$ cat src/verilog/startup_pkg.sv
// Constants and types shared by the start-up reset sequencer.
// Notes on behaviour
// - Power-up time-out counts 0, 512 or 8192 cycles.
// - Time-out is a pure count, no voltage sensing.
// - Ripple count of oscillator holds internal reset.
// - Start count spans 6 up to 32K cycles.
// - From reset, time-out then oscillator count.
// - Wake from sleep uses oscillator count only.
// - Low-power crystal bits 3..1 select range.
// - Programmed divide fuse divides clock by eight.
// - Select bit 0 plus start fuses: eight choices.
// - Select bit 0 low start-up table.
// - Select bit 0 high start-up table.
// - Time-out timed from watchdog oscillator edges.
// - Fuse value 1 unprogrammed, 0 programmed.
// - Fuse defaults 0010, 10, divide programmed.
package startup_pkg;

  // Register offsets on the plain register port.
  localparam logic [3:0] ADDR_FUSE   = 4'h0;
  localparam logic [3:0] ADDR_STATUS = 4'h4;
  localparam logic [3:0] ADDR_COUNT  = 4'h8;
  localparam logic [3:0] ADDR_SLEEP  = 4'hc;

  // Cycle counts, in cycles of the oscillator being counted.
  localparam int          CNT_W              = 16;
  localparam logic [15:0] TOUT_SHORT_CYCLES  = 16'h0200;
  localparam logic [15:0] TOUT_LONG_CYCLES   = 16'h2000;
  localparam logic [15:0] START_6_CYCLES     = 16'h0006;
  localparam logic [15:0] START_258_CYCLES   = 16'h0102;
  localparam logic [15:0] START_1K_CYCLES    = 16'h0400;
  localparam logic [15:0] START_16K_CYCLES   = 16'h4000;
  localparam logic [15:0] START_32K_CYCLES   = 16'h8000;
  localparam logic [15:0] EXTRA_XTAL_CYCLES  = 16'h000e;
  localparam logic [15:0] EXTRA_LOWF_CYCLES  = 16'h0004;
  localparam logic [15:0] EXTRA_NONE_CYCLES  = 16'h0000;
  localparam logic [2:0]  DIV8_LAST          = 3'h7;

  // Fuse word after reset: divide programmed, start 10, select 0010.
  localparam logic [6:0]  FUSE_RESET         = 7'h22;

  typedef struct packed {
    logic       divide_by_eight_fuse;
    logic [1:0] startup_time_fuses;
    logic [3:0] clock_source_select_fuses;
  } fuse_s;

  typedef enum logic [1:0] {
    TOUT_NONE  = 2'b00,
    TOUT_SHORT = 2'b01,
    TOUT_LONG  = 2'b10
  } tout_e;

  typedef enum logic [2:0] {
    START_6   = 3'b000,
    START_258 = 3'b001,
    START_1K  = 3'b010,
    START_16K = 3'b011,
    START_32K = 3'b100
  } start_e;

  typedef struct packed {
    tout_e       tout;
    start_e      start;
    logic [15:0] extra;
    logic        lp_xtal;
    logic [1:0]  range;
  } startup_s;

  typedef enum logic [2:0] {
    ST_HOLD    = 3'b000,
    ST_TIMEOUT = 3'b001,
    ST_OSC     = 3'b010,
    ST_RUN     = 3'b011,
    ST_SLEEP   = 3'b100,
    ST_WAKE    = 3'b101
  } state_e;

endpackage : startup_pkg

$ cat src/verilog/clock_startup_reset_delay.sv
// Start-up reset sequencer: time-out, oscillator count, sleep wake.
//
// Our own choices: the register offsets and the address-and-strobe port.
`timescale 1ns/10ps
module clock_startup_reset_delay #(
  parameter logic [15:0] TOUT_LONG_CYCLES = startup_pkg::TOUT_LONG_CYCLES,
  parameter logic [15:0] START_16K_CYCLES = startup_pkg::START_16K_CYCLES,
  parameter logic [15:0] START_32K_CYCLES = startup_pkg::START_32K_CYCLES
) (
  // Clock, reset and freeze.
  input  wire logic        sys_clk,
  input  wire logic        sys_rst,
  input  wire logic        clk_en,
  // Other reset sources and wake event, same clock domain.
  input  wire logic        rst_sources_active,
  input  wire logic        wake_request,
  // Oscillator pins, asynchronous to sys_clk.
  input  wire logic        wdt_osc_in,
  input  wire logic        main_osc_in,
  // Register port.
  input  wire logic [3:0]  reg_addr,
  input  wire logic [31:0] reg_wdata,
  input  wire logic        reg_wr,
  input  wire logic        reg_rd,
  output logic [31:0]      reg_rdata,
  // Reset and clock outputs.
  output logic             internal_reset,
  output logic             cpu_clock_hold,
  output logic             sys_clock_tick,
  // Decoded oscillator mode.
  output logic             lp_xtal_mode,
  output logic [1:0]       freq_range
);

  localparam int CW = startup_pkg::CNT_W;

  startup_pkg::fuse_s    fuse_ff;
  startup_pkg::startup_s cfg;
  startup_pkg::state_e   state_ff;
  startup_pkg::state_e   nxt_state;

  logic [CW-1:0] target_ff;
  logic [CW-1:0] nxt_target;
  logic [CW-1:0] wdt_count;
  logic [CW-1:0] osc_count;
  logic [31:0]   rdata_ff;
  logic [2:0]    div_cnt_ff;
  logic          wdt_edge;
  logic          osc_edge;
  logic          internal_reset_ff;
  logic          hold_ff;
  logic          tick_ff;
  logic          lp_ff;
  logic [1:0]    range_ff;

  // Start count in oscillator cycles for a decoded selection.
  function automatic logic [CW-1:0] start_cycles(
    input startup_pkg::start_e sel
  );
    logic [CW-1:0] n;
    n = startup_pkg::START_6_CYCLES;
    unique case (sel)
      startup_pkg::START_6:   n = startup_pkg::START_6_CYCLES;
      startup_pkg::START_258: n = startup_pkg::START_258_CYCLES;
      startup_pkg::START_1K:  n = startup_pkg::START_1K_CYCLES;
      startup_pkg::START_16K: n = START_16K_CYCLES;
      startup_pkg::START_32K: n = START_32K_CYCLES;
      default:                n = START_32K_CYCLES;
    endcase
    return n;
  endfunction : start_cycles

  // Time-out in watchdog cycles for a decoded selection.
  function automatic logic [CW-1:0] tout_cycles(
    input startup_pkg::tout_e sel
  );
    logic [CW-1:0] n;
    n = '0;
    unique case (sel)
      startup_pkg::TOUT_NONE:  n = '0;
      startup_pkg::TOUT_SHORT: n = startup_pkg::TOUT_SHORT_CYCLES;
      startup_pkg::TOUT_LONG:  n = TOUT_LONG_CYCLES;
      default:                 n = TOUT_LONG_CYCLES;
    endcase
    return n;
  endfunction : tout_cycles

  // Register decode.
  wire fuse_wr  = reg_wr && reg_addr == startup_pkg::ADDR_FUSE;
  wire sleep_wr = reg_wr && reg_addr == startup_pkg::ADDR_SLEEP;
  wire sleep_req = sleep_wr && reg_wdata[0];

  // Fuse bits read as 1 unprogrammed, 0 programmed.
  wire div8_programmed = !fuse_ff.divide_by_eight_fuse;

  // Phase completion compares against the target latched at entry.
  wire wdt_done = wdt_count >= target_ff;
  wire osc_done = osc_count >= target_ff;
  wire phase_change = clk_en && (nxt_state != state_ff);
  wire reset_phase = nxt_state == startup_pkg::ST_HOLD ||
                     nxt_state == startup_pkg::ST_TIMEOUT ||
                     nxt_state == startup_pkg::ST_OSC;

  // Read multiplexer; unmapped offsets read as zero.
  wire [31:0] status_word = {24'h0, div8_programmed, range_ff, lp_ff,
                             internal_reset_ff, state_ff};
  wire [31:0] rd_mux =
    (reg_addr == startup_pkg::ADDR_FUSE)   ? {25'h0, fuse_ff} :
    (reg_addr == startup_pkg::ADDR_STATUS) ? status_word :
    (reg_addr == startup_pkg::ADDR_COUNT)  ?
      {16'h0, (state_ff == startup_pkg::ST_TIMEOUT) ? wdt_count
                                                     : osc_count} :
    32'h0;

  // Fuse decode into time-out, start count and range.
  startup_fuse_decoder u_decode (
    .fuses (fuse_ff),
    .cfg   (cfg)
  );

  // Watchdog oscillator edges time the power-up time-out.
  osc_edge_counter #(
    .CNT_W      (CW)
  ) u_wdt_cnt (
    .sys_clk    (sys_clk),
    .sys_rst    (sys_rst),
    .clk_en     (clk_en),
    .osc_in     (wdt_osc_in),
    .clr        (phase_change),
    .edge_pulse (wdt_edge),
    .count      (wdt_count)
  );

  // Ripple count of the selected oscillator output.
  osc_edge_counter #(
    .CNT_W      (CW)
  ) u_osc_cnt (
    .sys_clk    (sys_clk),
    .sys_rst    (sys_rst),
    .clk_en     (clk_en),
    .osc_in     (main_osc_in),
    .clr        (phase_change),
    .edge_pulse (osc_edge),
    .count      (osc_count)
  );

  // Sequence: hold, time-out, oscillator count, run, sleep and wake.
  // The count is blind to supply level; only edges move it.
  always_comb
  begin
    nxt_state = state_ff;
    unique case (state_ff)
      startup_pkg::ST_HOLD:
        if (cfg.tout == startup_pkg::TOUT_NONE)
          nxt_state = startup_pkg::ST_OSC;
        else
          nxt_state = startup_pkg::ST_TIMEOUT;
      startup_pkg::ST_TIMEOUT:
        if (wdt_done)
          nxt_state = startup_pkg::ST_OSC;
      startup_pkg::ST_OSC:
        if (osc_done)
          nxt_state = startup_pkg::ST_RUN;
      startup_pkg::ST_RUN:
        if (sleep_req)
          nxt_state = startup_pkg::ST_SLEEP;
      startup_pkg::ST_SLEEP:
        if (wake_request)
          nxt_state = startup_pkg::ST_WAKE;
      startup_pkg::ST_WAKE:
        if (osc_done)
          nxt_state = startup_pkg::ST_RUN;
      default:
        nxt_state = startup_pkg::ST_HOLD;
    endcase
    // Any other reset source restarts the whole sequence.
    if (rst_sources_active)
      nxt_state = startup_pkg::ST_HOLD;
  end

  // Target for the phase being entered, latched so a fuse write
  // during a phase cannot move its end point.
  always_comb
  begin
    nxt_target = target_ff;
    if (nxt_state == startup_pkg::ST_TIMEOUT)
      nxt_target = tout_cycles(cfg.tout);
    else if (nxt_state == startup_pkg::ST_OSC)
      nxt_target = start_cycles(cfg.start) + cfg.extra;
    else if (nxt_state == startup_pkg::ST_WAKE)
      nxt_target = start_cycles(cfg.start);
  end

  // State and target registers.
  always_ff @(posedge sys_clk)
  begin
    if (sys_rst)
    begin
      state_ff  <= startup_pkg::ST_HOLD;
      target_ff <= '0;
    end
    else if (phase_change)
    begin
      state_ff  <= nxt_state;
      target_ff <= nxt_target;
    end
  end

  // Fuse register, loaded with the shipping defaults.
  always_ff @(posedge sys_clk)
  begin
    if (sys_rst)
      fuse_ff <= startup_pkg::FUSE_RESET;
    else if (clk_en && fuse_wr)
      fuse_ff <= startup_pkg::fuse_s'(reg_wdata[6:0]);
  end

  // Read data stands in the cycle after the strobe only.
  always_ff @(posedge sys_clk)
  begin
    if (sys_rst)
      rdata_ff <= 32'h0;
    else if (clk_en)
      rdata_ff <= reg_rd ? rd_mux : 32'h0;
  end

  // Reset and clock hold outputs follow the next state.
  always_ff @(posedge sys_clk)
  begin
    if (sys_rst)
    begin
      internal_reset_ff <= 1'b1;
      hold_ff           <= 1'b1;
      lp_ff             <= 1'b0;
      range_ff          <= 2'h0;
    end
    else if (clk_en)
    begin
      internal_reset_ff <= reset_phase;
      hold_ff           <= nxt_state != startup_pkg::ST_RUN;
      lp_ff             <= cfg.lp_xtal;
      range_ff          <= cfg.range;
    end
  end

  // System clock ticks from oscillator edges, every eighth edge when
  // the divide fuse is programmed. Ticks stop while the clock is held.
  always_ff @(posedge sys_clk)
  begin
    if (sys_rst)
    begin
      div_cnt_ff <= 3'h0;
      tick_ff    <= 1'b0;
    end
    else if (clk_en)
    begin
      if (osc_edge)
        div_cnt_ff <= div_cnt_ff + 3'h1;
      tick_ff <= osc_edge && !hold_ff &&
                 (!div8_programmed ||
                  div_cnt_ff == startup_pkg::DIV8_LAST);
    end
  end

  assign reg_rdata      = rdata_ff;
  assign internal_reset = internal_reset_ff;
  assign cpu_clock_hold = hold_ff;
  assign sys_clock_tick = tick_ff;
  assign lp_xtal_mode   = lp_ff;
  assign freq_range     = range_ff;
endmodule : clock_startup_reset_delay

$ cat src/verilog/osc_edge_counter.sv
// Synchroniser and saturating edge counter for one oscillator input.
`timescale 1ns/10ps
module osc_edge_counter #(
  parameter int CNT_W = 16
) (
  // Clock, reset and freeze.
  input  wire logic             sys_clk,
  input  wire logic             sys_rst,
  input  wire logic             clk_en,
  // Oscillator pin and phase clear.
  input  wire logic             osc_in,
  input  wire logic             clr,
  // Edge pulse and running count.
  output logic                  edge_pulse,
  output logic [CNT_W-1:0]      count
);

  logic meta_ff;
  logic sync_ff;
  logic last_ff;

  // Two flops before use; only sync_ff and last_ff feed the edge detect.
  always_ff @(posedge sys_clk)
  begin
    if (sys_rst)
    begin
      meta_ff <= 1'b0;
      sync_ff <= 1'b0;
      last_ff <= 1'b0;
    end
    else if (clk_en)
    begin
      meta_ff <= osc_in;
      sync_ff <= meta_ff;
      last_ff <= sync_ff;
    end
  end

  assign edge_pulse = clk_en & sync_ff & ~last_ff;

  // Clear wins over an edge so a new phase always starts from zero.
  always_ff @(posedge sys_clk)
  begin
    if (sys_rst)
      count <= '0;
    else if (clk_en)
    begin
      if (clr)
        count <= '0;
      else if (edge_pulse && !(&count))
        count <= count + 1'b1;
    end
  end

endmodule : osc_edge_counter

$ cat src/verilog/startup_fuse_decoder.sv
// Decoder from the fuse word to time-out, start count and range.
`timescale 1ns/10ps
module startup_fuse_decoder (
  // Fuse word in.
  input  startup_pkg::fuse_s    fuses,
  // Decoded start-up settings out.
  output startup_pkg::startup_s cfg
);

  wire [3:0] sel;
  wire [2:0] idx;
  wire       lp;
  wire       full_swing;
  wire       low_freq;
  startup_pkg::tout_e  xtal_tout;
  startup_pkg::tout_e  sut_tout;
  startup_pkg::start_e xtal_start;

  // Source classes from select bits 3..1.
  assign sel        = fuses.clock_source_select_fuses;
  assign lp         = sel[3];
  assign full_swing = sel[3:1] == 3'h3;
  assign low_freq   = sel[3:1] == 3'h2;
  assign idx        = {sel[0], fuses.startup_time_fuses};

  // Crystal table, time-out column per combination.
  assign xtal_tout  = (idx == 3'h2 || idx == 3'h5) ? startup_pkg::TOUT_NONE :
                      (idx == 3'h1 || idx == 3'h4 || idx == 3'h7) ?
                      startup_pkg::TOUT_LONG : startup_pkg::TOUT_SHORT;
  // Crystal table, wake count column per combination.
  assign xtal_start = (idx <= 3'h1) ? startup_pkg::START_258 :
                      (idx <= 3'h4) ? startup_pkg::START_1K :
                      startup_pkg::START_16K;
  // Other sources: 00 none, 01 short, otherwise long.
  assign sut_tout   = (fuses.startup_time_fuses == 2'h0) ?
                      startup_pkg::TOUT_NONE :
                      (fuses.startup_time_fuses == 2'h1) ?
                      startup_pkg::TOUT_SHORT : startup_pkg::TOUT_LONG;

  // Start count spans external clock up to low-frequency crystal.
  assign cfg.tout    = (lp || full_swing) ? xtal_tout : sut_tout;
  assign cfg.start   = (lp || full_swing) ? xtal_start :
                       low_freq ? (sel[0] ? startup_pkg::START_32K :
                                            startup_pkg::START_1K) :
                       startup_pkg::START_6;
  assign cfg.extra   = (lp || full_swing) ? startup_pkg::EXTRA_XTAL_CYCLES :
                       low_freq ? startup_pkg::EXTRA_LOWF_CYCLES :
                       startup_pkg::EXTRA_NONE_CYCLES;
  assign cfg.lp_xtal = lp;
  assign cfg.range   = lp ? sel[2:1] : 2'h0;

endmodule : startup_fuse_decoder

$ cat config.mk
export PLATFORM = sky130hd
export DESIGN_NAME = clock_startup_reset_delay
export DESIGN_NICKNAME = d
export VERILOG_FILES = /design/src/verilog/startup_pkg.sv /design/src/verilog/clock_startup_reset_delay.sv /design/src/verilog/osc_edge_counter.sv /design/src/verilog/startup_fuse_decoder.sv
export SDC_FILE = /design/constraint.sdc
export NUM_CORES = 1
export LEC_CHECK = 0
export BUFFER_PORTS_ARGS = -buffer_cell sky130_fd_sc_hd__buf_2
export CAP_MARGIN = 5
export CORE_MARGIN = 3
export CORE_UTILIZATION = 35
export CTS_CLUSTER_SIZE = 40
export DETAILED_ROUTE_END_ITERATION = 10
export HOLD_SLACK_MARGIN = 0.12
export PLACE_DENSITY_LB_ADDON = 0.08
export SLEW_MARGIN = 20
export SYNTH_ARGS = -nofsm -noshare
export SYNTH_HDL_FRONTEND = slang
export SYNTH_SLANG_ARGS = --single-unit
$ cat constraint.sdc
create_clock -name sys_clk -period 8.52 [get_ports sys_clk]
set_clock_uncertainty 0.1 [all_clocks]
set_input_delay 0.852 -clock sys_clk [delete_from_list [all_inputs] [get_ports sys_clk]]
set_output_delay 0.852 -clock sys_clk [all_outputs]
set_load 0.02 [all_outputs]
Yosys cells after proc, flatten, opt, wreduce, memory -nomap -nowiden
Index checks and enable logic that the tools add are counted.
{"block": "word_totals", "reg_bits": 105, "input_bits": 45, "out_inout_bits": 38, "elab_cells": 132}
{"block": "classes", "addsub": 4, "magnitude_cmp": 4, "n_eq_ne": 26, "muxes": 36, "bitwise_logic": 6, "n_reduce_logical": 36}
{"op": "$mux 16", "n": 15}
{"op": "$pmux 16 s4", "n": 1}
{"op": "$add 16x1->16 const B", "n": 2}
{"op": "$ge 16x16->1", "n": 2}
{"op": "$reduce_and 16->1", "n": 2}
{"op": "$mux 3", "n": 10}
{"op": "$pmux 14 s2", "n": 1}
{"op": "$eq 3x2->1 const B", "n": 8}
{"op": "$eq 3x3->1 const B", "n": 7}
{"op": "$add 16x16->16", "n": 1}
{"op": "$pmux 3 s5", "n": 1}
{"op": "$mux 2", "n": 7}
{"op": "$eq 3x1->1 const B", "n": 4}
{"op": "$logic_and 1x1->1", "n": 9}
{"op": "$logic_not 3->1", "n": 3}
{"op": "$eq 4x4->1 const B", "n": 2}
{"op": "$reduce_and 2->1", "n": 4}
{"op": "$logic_or 1x1->1", "n": 7}
{"op": "$and 1x1->1", "n": 4}
{"op": "$eq 2x1->1 const B", "n": 2}
{"op": "$eq 4x3->1 const B", "n": 1}
{"op": "$logic_not 1->1", "n": 4}
{"op": "$logic_not 2->1", "n": 2}
{"op": "$logic_not 4->1", "n": 1}
{"op": "10 further kinds", "n": 12}

Depth between registers and ports, before layout
Gate-level depths: netlist of run 1.
{"block": "depth", "ltp_word": 16, "ltp_mapped": 12, "ltp_nobuf": 10}

Modules after synthesis
From an unflattened synthesis of run 1, not the netlist that was laid out.
{"block": "unflattened", "cells_unflattened": 771, "hier_area_um2": 6259.8}
{"mod": "clock_startup_reset_delay", "instances": 1, "cells_per_inst": 460, "area_per_inst_um2": 3811.2, "seq_area_each_um2": 1021.0}
{"mod": "osc_edge_counter", "instances": 2, "cells_per_inst": 135, "area_per_inst_um2": 1082.3, "seq_area_each_um2": 380.4}
{"mod": "startup_fuse_decoder", "instances": 1, "cells_per_inst": 41, "area_per_inst_um2": 284.0, "seq_area_each_um2": 0.0}

Least setup slack after synthesis of run 1
OpenSTA, ideal clock, no wires.
{"block": "synth_path", "path_type": "reg2reg", "from": "register u_osc_cnt.count[9]", "to": "register target_ff[13]", "setup_time_ns": 0.121, "arrival_time_ns": 3.049, "required_time_ns": 8.299, "setup_slack_ns": 5.250, "path_stages_with_launch": 12, "path_buffers": 2, "period_less_slack_ns": 3.270, "path_cell_list": "dfxtp_1 ha_1 a21o_1 a2111oi_0 o21ai_0 o2111a_1 o31a_1 or4_1 buf_2 buf_6 nand3_2 mux2_2"}
{"block": "synth_between", "elab_chain_cells": 7, "elab_cells_between_ends": 13, "cone_classes": "1 x order compare; 4 x eq/ne; 5 x mux; 3 x reduce/logical"}
{"item": "start, declared", "line_no": "osc_edge_counter.sv:15", "source": "output logic [CNT_W-1:0] count"}
{"item": "start signal, assigned", "line_no": "osc_edge_counter.sv:51", "source": "count <= count + 1'b1;"}
{"item": "$ge 16x16->1 (*)", "line_no": "clock_startup_reset_delay.sv:98", "source": "wire osc_done = osc_count >= target_ff;"}
{"item": "$mux 3 (*)", "line_no": "clock_startup_reset_delay.sv:162, clock_startup_reset_delay.sv:171"}
{"item": "$pmux 3 s5 (*)", "line_no": "clock_startup_reset_delay.sv:152", "source": "unique case (state_ff)"}
{"item": "$mux 3 (*)", "line_no": "clock_startup_reset_delay.sv:177", "source": "if (rst_sources_active)"}
{"item": "$eq 3x1->1, or another cell as far along", "line_no": "clock_startup_reset_delay.sv:186", "source": "if (nxt_state == startup_pkg::ST_TIMEOUT)"}
{"item": "$reduce_bool 3->1 (no source line), or another cell as far along"}
{"item": "$reduce_and 2->1 (no source line) / $mux 16 (equally long branches)"}
{"item": "end signal, assigned", "line_no": "clock_startup_reset_delay.sv:205", "source": "target_ff <= nxt_target;"}
{"item": "end, declared", "line_no": "clock_startup_reset_delay.sv:42", "source": "logic [CW-1:0] target_ff;"}
Mark *: on every way between the ends. The rest lies on a longest branch, timed or not.
A chain may end at the register's enable or synchronous reset.

Worst setup path in the final report of run 1
{"block": "layout_path", "from": "register u_osc_cnt.count[9]", "to": "register target_ff[9]"}
The elaborated chain is that of the path after synthesis.

==> results of run 1 <==
[power by group through the flow]
stage               clock network, W  logic (W)  registers [W]
floorplan                          0  0.0000701       0.000403
global placement                   0  0.0000855       0.000404
detailed placement                 0  0.0000865       0.000404
CTS                         0.000452  0.0000867       0.000396
global route                0.000466  0.0000959       0.000396
finish                      0.000437  0.0000864       0.000396
[final cells by class]
type / count / share of cell area
clock buffers: 10 / 0.0436
clock inverters: 6 / 0.0171
inverters: 25 / 0.0171
multi-input cells: 461 / 0.534
flip-flops and latches: 83 / 0.303
well taps: 176 / 0.0402
repair buffers: 46 / 0.0443
[cells in the final DEF (no fill, tap or decap), drive strengths merged, types with 3 or more instances in the layout]
cell type  count
dfxtp         83
nor2          76
nand2         56
buf           46
a21oi         40
mux2i         36
inv           27
ha            25
nand3         21
o21ai         18
nand4         16
conb          16
a31oi         15
xor2          12
nor3          11
nor4          10
clkbuf        10
or4            8
xnor2          8
o22ai          8
a22oi          7
and3           6
and2           6
a21o           5
and4           5
or2            4
nor3b          4
o31a           4
a311oi         3
nor2b          3
nand2b         3
a2111oi        3
nand3b         3
[final timing paths]
check	startpoint	to	slack, ns	cells past startpoint
hold reg to reg	target_ff[14]	target_ff[14]	0.36	2
setup / recovery	u_osc_cnt.count[9]	target_ff[9]	4.60	9
setup reg to reg	u_osc_cnt.count[9]	target_ff[9]	4.60	9
hold / removal	target_ff[14]	target_ff[14]	0.36	2
[worst reg2reg max path: cells and delay by family (launching register included)]
family	cells	cell delay [ns]
AOI/OAI and AO/OA	5	1.48
adders and majority gates	1	0.30
DFF	1	0.47
muxes	1	0.35
and+or+nand+nor	2	1.09
[kinds of logic after synthesis]
family                   synth area share
adder cells (fa/ha/maj)            0.0681
buffers and inverters              0.0720
flip-flops                          0.340
other                            0.000768
AND/OR/NAND/NOR                     0.236
AO/OA/AOI/OAI                       0.169
multiplexers                       0.0784
XOR/XNOR                           0.0359
[per-stage QoR]
stage               worst slack, ns  cell area [sq um]  total power, W  std cells
global route                   4.34               5480        0.000958        807
detailed placement             4.60               5150        0.000491        791
global placement               4.64               5150        0.000490        791
CTS                            4.57               5480        0.000934        807
floorplan                      5.25               4940        0.000473        617
finish                         4.60               5480        0.000920        807
[metal layers]
metal  GRT usage  wire, um  share of wire  vias up
li1            -         -              -     2188
met1       0.264      6690           0.49     2107
met2       0.295      6290           0.46      113
met3      0.0245       595          0.043       12
met4      0.0623       182          0.013        0
met5           0         0              0        -
[sequential cells by signal, indices dropped and copies added, names as in the netlist]
name and cells:
u_wdt_cnt.sync_ff 1, state_ff 3, u_osc_cnt.last_ff 1, freq_range 2, u_wdt_cnt.count 16, u_osc_cnt.meta_ff 1, div_cnt_ff 3, internal_reset 1
fuse_ff 7, u_osc_cnt.count 16, u_wdt_cnt.last_ff 1, reg_rdata 16, target_ff 10, lp_xtal_mode 1, cpu_clock_hold 1, u_wdt_cnt.meta_ff 1
u_osc_cnt.sync_ff 1, sys_clock_tick 1
==> reports/metrics.csv, run 1 <==
stage,metric,value,unit
layout,Layout Nets,697,
synth,register area share after synthesis,0.340,
place,Post-DP HPWL,9990,um
pwr,switch share,0.255,
critical_path,CP max-delay cell,or4_1,
grt,GRT overflow,0,
synth,Ys Warns,0,
synth,Post-synth EDFFs,0,
layout,# diodes,0,
critical_path,CP top delay family,compound AO/OA/AOI/OAI gates,
critical_path,CP max FO,16,
critical_path,CP Class,register to register,
synth,synthesized cell area,0.00488,sq mm
detailed_routing,vias,4420,
clocking,post-CTS sizing,0,
synth,asr flop ratio synth,0,
detailed_routing,Routed Antenna Nets,0,
clocking,CTS Buf Count,9,
clocking,clk sink count,83,
critical_path,"critical path, cell by cell",ha_1 > a21o_1 > a2111oi_0 > o21ai_0 > o2111a_1 > o31a_1 > or4_1 > nand3_2 > mux2_2,
sta,Fin. Hold Viols,0,
critical_path,Worst EP arrival,4.05,ns
sta,period utilization,0.460,
die,die height,124,um
detailed_routing,routed wire length,13800,um
pwr,Logic pwr share,0.094,
layout,share of layout cells above drive strength 1,0.116,
sta,Peak Freq,0.255,GHz
synth,area share of the largest cell type after synthesis,0.340,
synth,Yosys cell types,60,
synth,Synth Flop Type,dfxtp_1,
critical_path,"Largest stage delay, worst path",0.81,ns
synth,Yosys reg bits,83,
sta,Final setup viols,0,
sta,"Slew Viols, Final",0,
detailed_routing,drt wl/cell,17.1,um
clocking,Clock Pin Slew Worst Setup and Hold Paths,0.07,ns
clocking,TritonCTS clock tree,yes,
pwr,Switch Pwr,0.000235,W
synth,synth cell count leaders,"dfxtp_1 (83), nor2_1 (76), nand2_1 (56)",
clocking,worst skew pair latency,0.34,ns
die,io pins,83,
die,total core area,0.0135,sq mm
pwr,internal power,0.000685,W
layout,area growth from synthesis to layout,12.2,%
layout,multi-input logic area,0.00293,sq mm
sta,Slew HR,0.448,
clocking,H-tree levels,3,
synth,most frequent cell after synthesis,dfxtp_1,
sta,min Tclk post-route,3.92,ns
clocking,CTS Root Buffer Type,clkbuf_16,
synth,Yosys top cell by area,dfxtp_1,
detailed_routing,vias per cell,5.48,
die,die area,0.0154,sq mm
layout,sequential cell area,0.00166,sq mm
pwr,P_leak,2.24,nW
detailed_routing,Iter 0 DRT Violations,297,
place,RD Place Congestion,0.833,
critical_path,CP Launch Type,register,
synth,syn_area_per_cell,8.11,sq um
synth,synth top area cells,"dfxtp_1 (34%), mux2i_1 (7.4%), ha_1 (6.4%), nor2_1 (5.8%), nand2_1 (4.3%)",
die,Die X,124,um
grt,vias in the first global route,4153,
min_path,min-delay worst type,register to register,
critical_path,CP Data Required Time,8.65,ns
synth,synthesized netlist cell count,602,
detailed_routing,TritonRoute pass-1 iters,5,
sta,RSZ-0062 raised after global routing,no,
grt,Total GRT Usage,0.187,
critical_path,Crit path buffers/inverters,0,
die,Site Rows,42,
pwr,maximum VDD drop,0.0903,mV
detailed_routing,DR DRC count,0,
sta,TNS Setup,0,ns
clocking,Post-CTS Hold Fix Bufs,0,
status,status,finished clean,
clocking,Post-CTS Setup Repair Bufs,0,
job,MaxCap Viol Count,0,
grt,antenna violations before repair,0,
grt,largest net degree at the start of global routing,64,
sta,worst slew pin tran,0.826,ns
place,Port Buffer Count,41,
sta,worst hold slack,0.360,ns
die,Initial Utilization,0.363,
pwr,Flop pwr share,0.430,
clocking,CTS max path bufs,2,
layout,fin util,0.407,
critical_path,CP Capture Type,register,
layout,Layout fillers,1427,
pwr,PwrDens,168,mW/mm^2
pwr,clock power share,0.476,
grt,first-pass GRT wire length,22200,um
Power figures use the tool's default switching activity.
==> run 2, diff against run 1 <==
==> constraint.sdc (replaced) <==
create_clock -name sys_clk -period 3.52 [get_ports sys_clk]
set_clock_uncertainty 0.1 [all_clocks]
set_input_delay 0.352 -clock sys_clk [delete_from_list [all_inputs] [get_ports sys_clk]]
set_output_delay 0.352 -clock sys_clk [all_outputs]
set_load 0.02 [all_outputs]
==> reports/metrics.csv, run 2 (same netlist as run 1, synthesis figures left out) <==
stage,metric,value,unit
layout,fin util,0.430,
critical_path,CP Launch Type,register,
sta,"Slew Viols, Final",0,
detailed_routing,DR DRC count,0,
sta,RSZ-0062 raised after global routing,no,
min_path,min-delay worst type,primary input to register,
layout,share of layout cells above drive strength 1,0.169,
sta,Final setup viols,0,
critical_path,CP Data Required Time,3.69,ns
layout,Layout Nets,733,
sta,Peak Freq,0.298,GHz
pwr,P_leak,2.43,nW
detailed_routing,Iter 0 DRT Violations,286,
layout,Layout fillers,1403,
die,Site Rows,42,
grt,largest net degree at the start of global routing,37,
critical_path,R2R Path Start,target_ff[9],
job,MaxCap Viol Count,0,
layout,sequential cell area,0.00166,sq mm
critical_path,CP Class,register to register,
place,RD Place Congestion,0.862,
sta,period utilization,0.953,
detailed_routing,TritonRoute pass-1 iters,4,
layout,# diodes,0,
detailed_routing,routed wire length,14300,um
grt,vias in the first global route,4256,
grt,first-pass GRT wire length,22900,um
die,die height,124,um
critical_path,CP max FO,16,
clocking,H-tree levels,3,
grt,GRT overflow,0,
critical_path,CP Capture Type,register,
die,total core area,0.0135,sq mm
sta,Final Worst Setup Slack,0.166,ns
layout,most frequent cells in the layout,"dfxtp_1 (83), nor2_1 (76), nand2_1 (56)",
pwr,maximum VDD drop,0.249,mV
grt,Total GRT Usage,0.196,
detailed_routing,drt wl/cell,16.9,um
critical_path,CP max-delay cell,or4_4,
place,pre-CTS WS,0.0625,ns
critical_path,"Largest stage delay, worst path",0.50,ns
clocking,CTS Root Buffer Type,clkbuf_16,
sta,Fin. Hold Viols,0,
sta,TNS Setup,0,ns
detailed_routing,vias per cell,5.35,
pwr,PwrDens,378,mW/mm^2
clocking,Clock Pin Slew Worst Setup and Hold Paths,0.06,ns
grt,antenna violations before repair,0,
layout,Non-Filler Instances,843,
detailed_routing,vias,4511,
layout,multi-input logic area,0.00296,sq mm
clocking,TritonCTS clock tree,yes,
critical_path,"critical path, cell by cell",inv_1 > ha_1 > a21o_1 > a2111oi_2 > o21ai_1 > o2111a_1 > o31a_1 > or4_4 > buf_12 > or4_1 > o21ai_0,
sta,Slew HR,0.588,
place,placed insts,826,
die,die area,0.0154,sq mm
layout,most common library cell in the layout ignoring fill and taps,dfxtp_1,
critical_path,Worst Setup SP,target_ff[9],
die,Initial Utilization,0.363,
sta,worst slew pin tran,0.616,ns
die,Die X,124,um
min_path,Min-Delay Startpoint,reg_wdata[5],
place,Post-DP HPWL,10800,um
critical_path,Worst EP arrival,3.53,ns
sta,min Tclk post-route,3.35,ns
layout,area growth from synthesis to layout,18.4,%
detailed_routing,Routed Antenna Nets,0,
clocking,CTS Buf Count,9,
place,Port Buffer Count,41,
clocking,worst skew pair latency,0.35,ns
status,status,finished clean,
die,io pins,83,
clocking,clk sink count,83,
clocking,CTS max path bufs,2,
-- run 2: cell types whose count changed in the layout (fill, tap and decap cells not counted), moves of 2 or more --
cell,change
a2111oi_0,-2
a2111oi_2,+2
buf_12,+2
nor4_2,+2
nor4_1,-2
buf_4,+33
-- run 2: cell type report --
type / count / share of cell area
clock buffer: 11 / 0.0437
clock inverter: 5 / 0.0102
inverter: 25 / 0.0162
multi-input combinational: 461 / 0.511
sequential: 83 / 0.287
tap: 176 / 0.0381
timing repair buffer: 82 / 0.0934
-- run 2: metrics by stage --
stage	total power (W)	instance area, sq um	hold slack, ns
2_1_floorplan	0.00114	4940	0.335
3_3_place_gp	0.00121	5430	0.346
3_5_place_dp	0.00121	5430	0.352
4_1_cts	0.00221	5760	0.123
5_1_grt	0.00228	5780	0.139
6_report	0.00219	5780	0.132
-- run 2: critical path: cells and delay by family, from the launching register on --
family	cells	cell delay, ns
simple gates	2	0.96
buf+inv	2	0.23
compound gates	6	1.39
flops	1	0.30
fa+ha+maj	1	0.31
-- run 2: path summary, 6_finish.rpt --
kind                    endpoint  slack (ns)  depth (start not counted)
max          u_wdt_cnt.count[11]        0.17                         11
min                   fuse_ff[5]        0.13                          3
max reg2reg  u_wdt_cnt.count[11]        0.17                         11
min reg2reg        target_ff[14]        0.36                          2
-- run 2: repair_timing --
| action | 4_1_cts | 5_1_grt |
|---|---|---|
| hold endpoints to repair | 1 | 0 |
| hold buffers | 1 | 0 |
| endpoints found under the setup margin | 0 | 16 |
| setup buffers | 0 | 0 |
| gates resized for setup | 0 | 8 |
-- run 2: routing by layer --
layer | vias to the layer above | wire (um) | track usage
li1 | 2260 | - | -
met1 | 2123 | 6900 | 0.276
met2 | 104 | 6340 | 0.292
met3 | 24 | 620 | 0.0318
met4 | 0 | 393 | 0.0917
met5 | - | 0 | 0
-- run 2: power breakdown --
part	leakage (nW)	internal, W	total (W)	switching [W]
logic	1.62	0.0000871	0.000240	0.000153
registers	0.670	0.000948	0.000956	0.00000890
clock network	0.148	0.000590	0.000991	0.000402
total	2.43	0.00162	0.00219	0.000563
==> run 3, diff against run 2 <==
==> constraint.sdc (replaced) <==
create_clock -name sys_clk -period 3.96 [get_ports sys_clk]
set_clock_uncertainty 0.1 [all_clocks]
set_input_delay 0.396 -clock sys_clk [delete_from_list [all_inputs] [get_ports sys_clk]]
set_output_delay 0.396 -clock sys_clk [all_outputs]
set_load 0.02 [all_outputs]
==> reports/metrics.csv, run 3 (same netlist as run 1, synthesis figures left out) <==
stage,metric,value,unit
status,status,finished clean,
min_path,hold path depth,3,
layout,post-route cell area,0.00555,sq mm
critical_path,"critical path, cell by cell",ha_1 > a21o_1 > a2111oi_0 > nor2_1 > nor4_1 > nor3b_1 > or4_1 > buf_4 > or4_1 > o21ai_0,
sta,Peak Freq,0.283,GHz
min_path,Min-Delay Startpoint,reg_wdata[1],
grt,antenna violations before repair,0,
pwr,P_leak,2.31,nW
pwr,maximum VDD drop,0.178,mV
detailed_routing,TritonRoute pass-1 iters,5,
sta,Slew HR,0.549,
die,Site Rows,42,
min_path,Hold EP,fuse_ff[1],
layout,Layout fillers,1431,
clocking,worst skew pair latency,0.34,ns
sta,Fin. Hold Viols,0,
place,Post-DP HPWL,10400,um
critical_path,Reg2Reg Setup Slack,0.43,ns
min_path,min-delay worst type,primary input to register,
critical_path,CP max FO,16,
clocking,post-CTS sizing,0,
grt,largest net degree at the start of global routing,63,
layout,fin util,0.413,
job,MaxCap Viol Count,0,
clocking,CTS max path bufs,2,
place,pre-CTS WS,0.456,ns
layout,area growth from synthesis to layout,13.7,%
clocking,Post-CTS Setup Repair Bufs,0,
layout,most common library cell in the layout ignoring fill and taps,dfxtp_1,
place,DP Area,0.00527,sq mm
critical_path,cell mode on critical path,or4_1,
clocking,TritonCTS clock tree,yes,
clocking,clk sink count,83,
place,RD Place Congestion,0.843,
layout,# diodes,0,
sta,min Tclk post-route,3.53,ns
critical_path,CP Launch Type,register,
critical_path,CP Class,register to register,
die,Initial Utilization,0.363,
critical_path,CP Capture Type,register,
sta,period utilization,0.891,
clocking,H-tree levels,3,
detailed_routing,vias per cell,5.45,
clocking,CTS Root Buffer Type,clkbuf_16,
sta,Final Worst Setup Slack,0.432,ns
grt,first-pass GRT wire length,22600,um
sta,RSZ-0062 raised after global routing,no,
layout,Layout Nets,713,
critical_path,Worst EP arrival,3.70,ns
detailed_routing,drt wl/cell,17.3,um
clocking,Post-CTS Hold Fix Bufs,0,
layout,most frequent cells in the layout,"dfxtp_1 (83), nor2_1 (76), nand2_1 (56)",
clocking,CTS Buf Count,9,
detailed_routing,Routed Antenna Nets,0,
critical_path,FF-to-FF path depth,10,
critical_path,"Largest stage delay, worst path",0.52,ns
grt,GRT overflow,0,
detailed_routing,Iter 0 DRT Violations,377,
sta,worst slew pin tran,0.659,ns
critical_path,Crit Reg-Reg Endpoint,u_wdt_cnt.count[9],
grt,vias in the first global route,4202,
die,Die X,124,um
grt,Total GRT Usage,0.191,
pwr,PwrDens,335,mW/mm^2
critical_path,CP max-delay cell,or4_1,
layout,Non-Filler Instances,823,
place,placed insts,807,
die,total core area,0.0135,sq mm
die,die area,0.0154,sq mm
sta,"Slew Viols, Final",0,
die,die height,124,um
sta,TNS Setup,0,ns
detailed_routing,DR DRC count,0,
die,io pins,83,
detailed_routing,routed wire length,14200,um
detailed_routing,vias,4489,
place,Port Buffer Count,41,
layout,share of layout cells above drive strength 1,0.138,
critical_path,CP Data Required Time,4.13,ns
clocking,Clock Pin Slew Worst Setup and Hold Paths,0.06,ns
critical_path,R2R Path Start,u_wdt_cnt.count[9],
sta,Final setup viols,0,
==> run 3: cell count changes in the layout (fill, tap and decap cells not counted), sizes merged <==
cell / previous run / this run
buf: 81 / 62
clkinv: 1 / 3
bufinv: 1 / 0
clkinvlp: 2 / 1
dlygate4sd3: 1 / 0
==> run 3: critical path: cells and delay by family, from the launching register on <==
kind | cells | cell delay [ns]
adders and majority gates | 1 | 0.30
AOI/OAI and AO/OA | 3 | 0.64
DFF | 1 | 0.46
and+or+nand+nor | 5 | 1.75
buffers and inverters | 1 | 0.21
==> run 3: worst max-delay path by stage <==
stage,endpoint,startpoint,slack (ns),cells past startpoint
floorplan,target_ff[13],u_osc_cnt.count[9],0.69,11
global placement,u_wdt_cnt.count[9],u_wdt_cnt.count[9],0.46,10
detailed placement,u_wdt_cnt.count[5],u_wdt_cnt.count[9],0.46,10
CTS,u_wdt_cnt.count[9],u_wdt_cnt.count[9],0.45,10
global route,u_wdt_cnt.count[5],u_wdt_cnt.count[9],0.05,10
finish,u_wdt_cnt.count[9],u_wdt_cnt.count[9],0.43,10
==> run 3: cell type report <==
type / instances / area [sq um] / area share
sequential: 83 / 1660 / 0.299
inverter: 25 / 93.8 / 0.0169
multi-input combinational: 461 / 2930 / 0.527
clock inverter: 5 / 35.0 / 0.00631
timing repair buffer: 62 / 363 / 0.0653
tap: 176 / 220 / 0.0396
clock buffer: 11 / 253 / 0.0455
==> run 3: routing by layer <==
metal	vias up	track usage	part of all wire
met4	0	0.0842	0.025
met2	126	0.294	0.45
met5	-	0	0
met1	2121	0.265	0.48
met3	21	0.0272	0.044
li1	2221	-	-
==> run 3: metrics by stage <==
| step | hold WS [ns] | power [W] |
|---|---|---|
| final | 0.170 | 0.00186 |
| after global routing | 0.186 | 0.00193 |
| after CTS | 0.157 | 0.00188 |
| after detailed placement | 0.347 | 0.00106 |
| after global placement | 0.348 | 0.00106 |
| after floorplan | 0.335 | 0.00102 |
==> run 3: where the power goes <==
group	total, W	internal [W]	switching (W)
Combinational	0.000195	0.0000618	0.000134
Sequential	0.000850	0.000842	0.00000798
Clock	0.000813	0.000460	0.000353
Total	0.00186	0.00136	0.000494
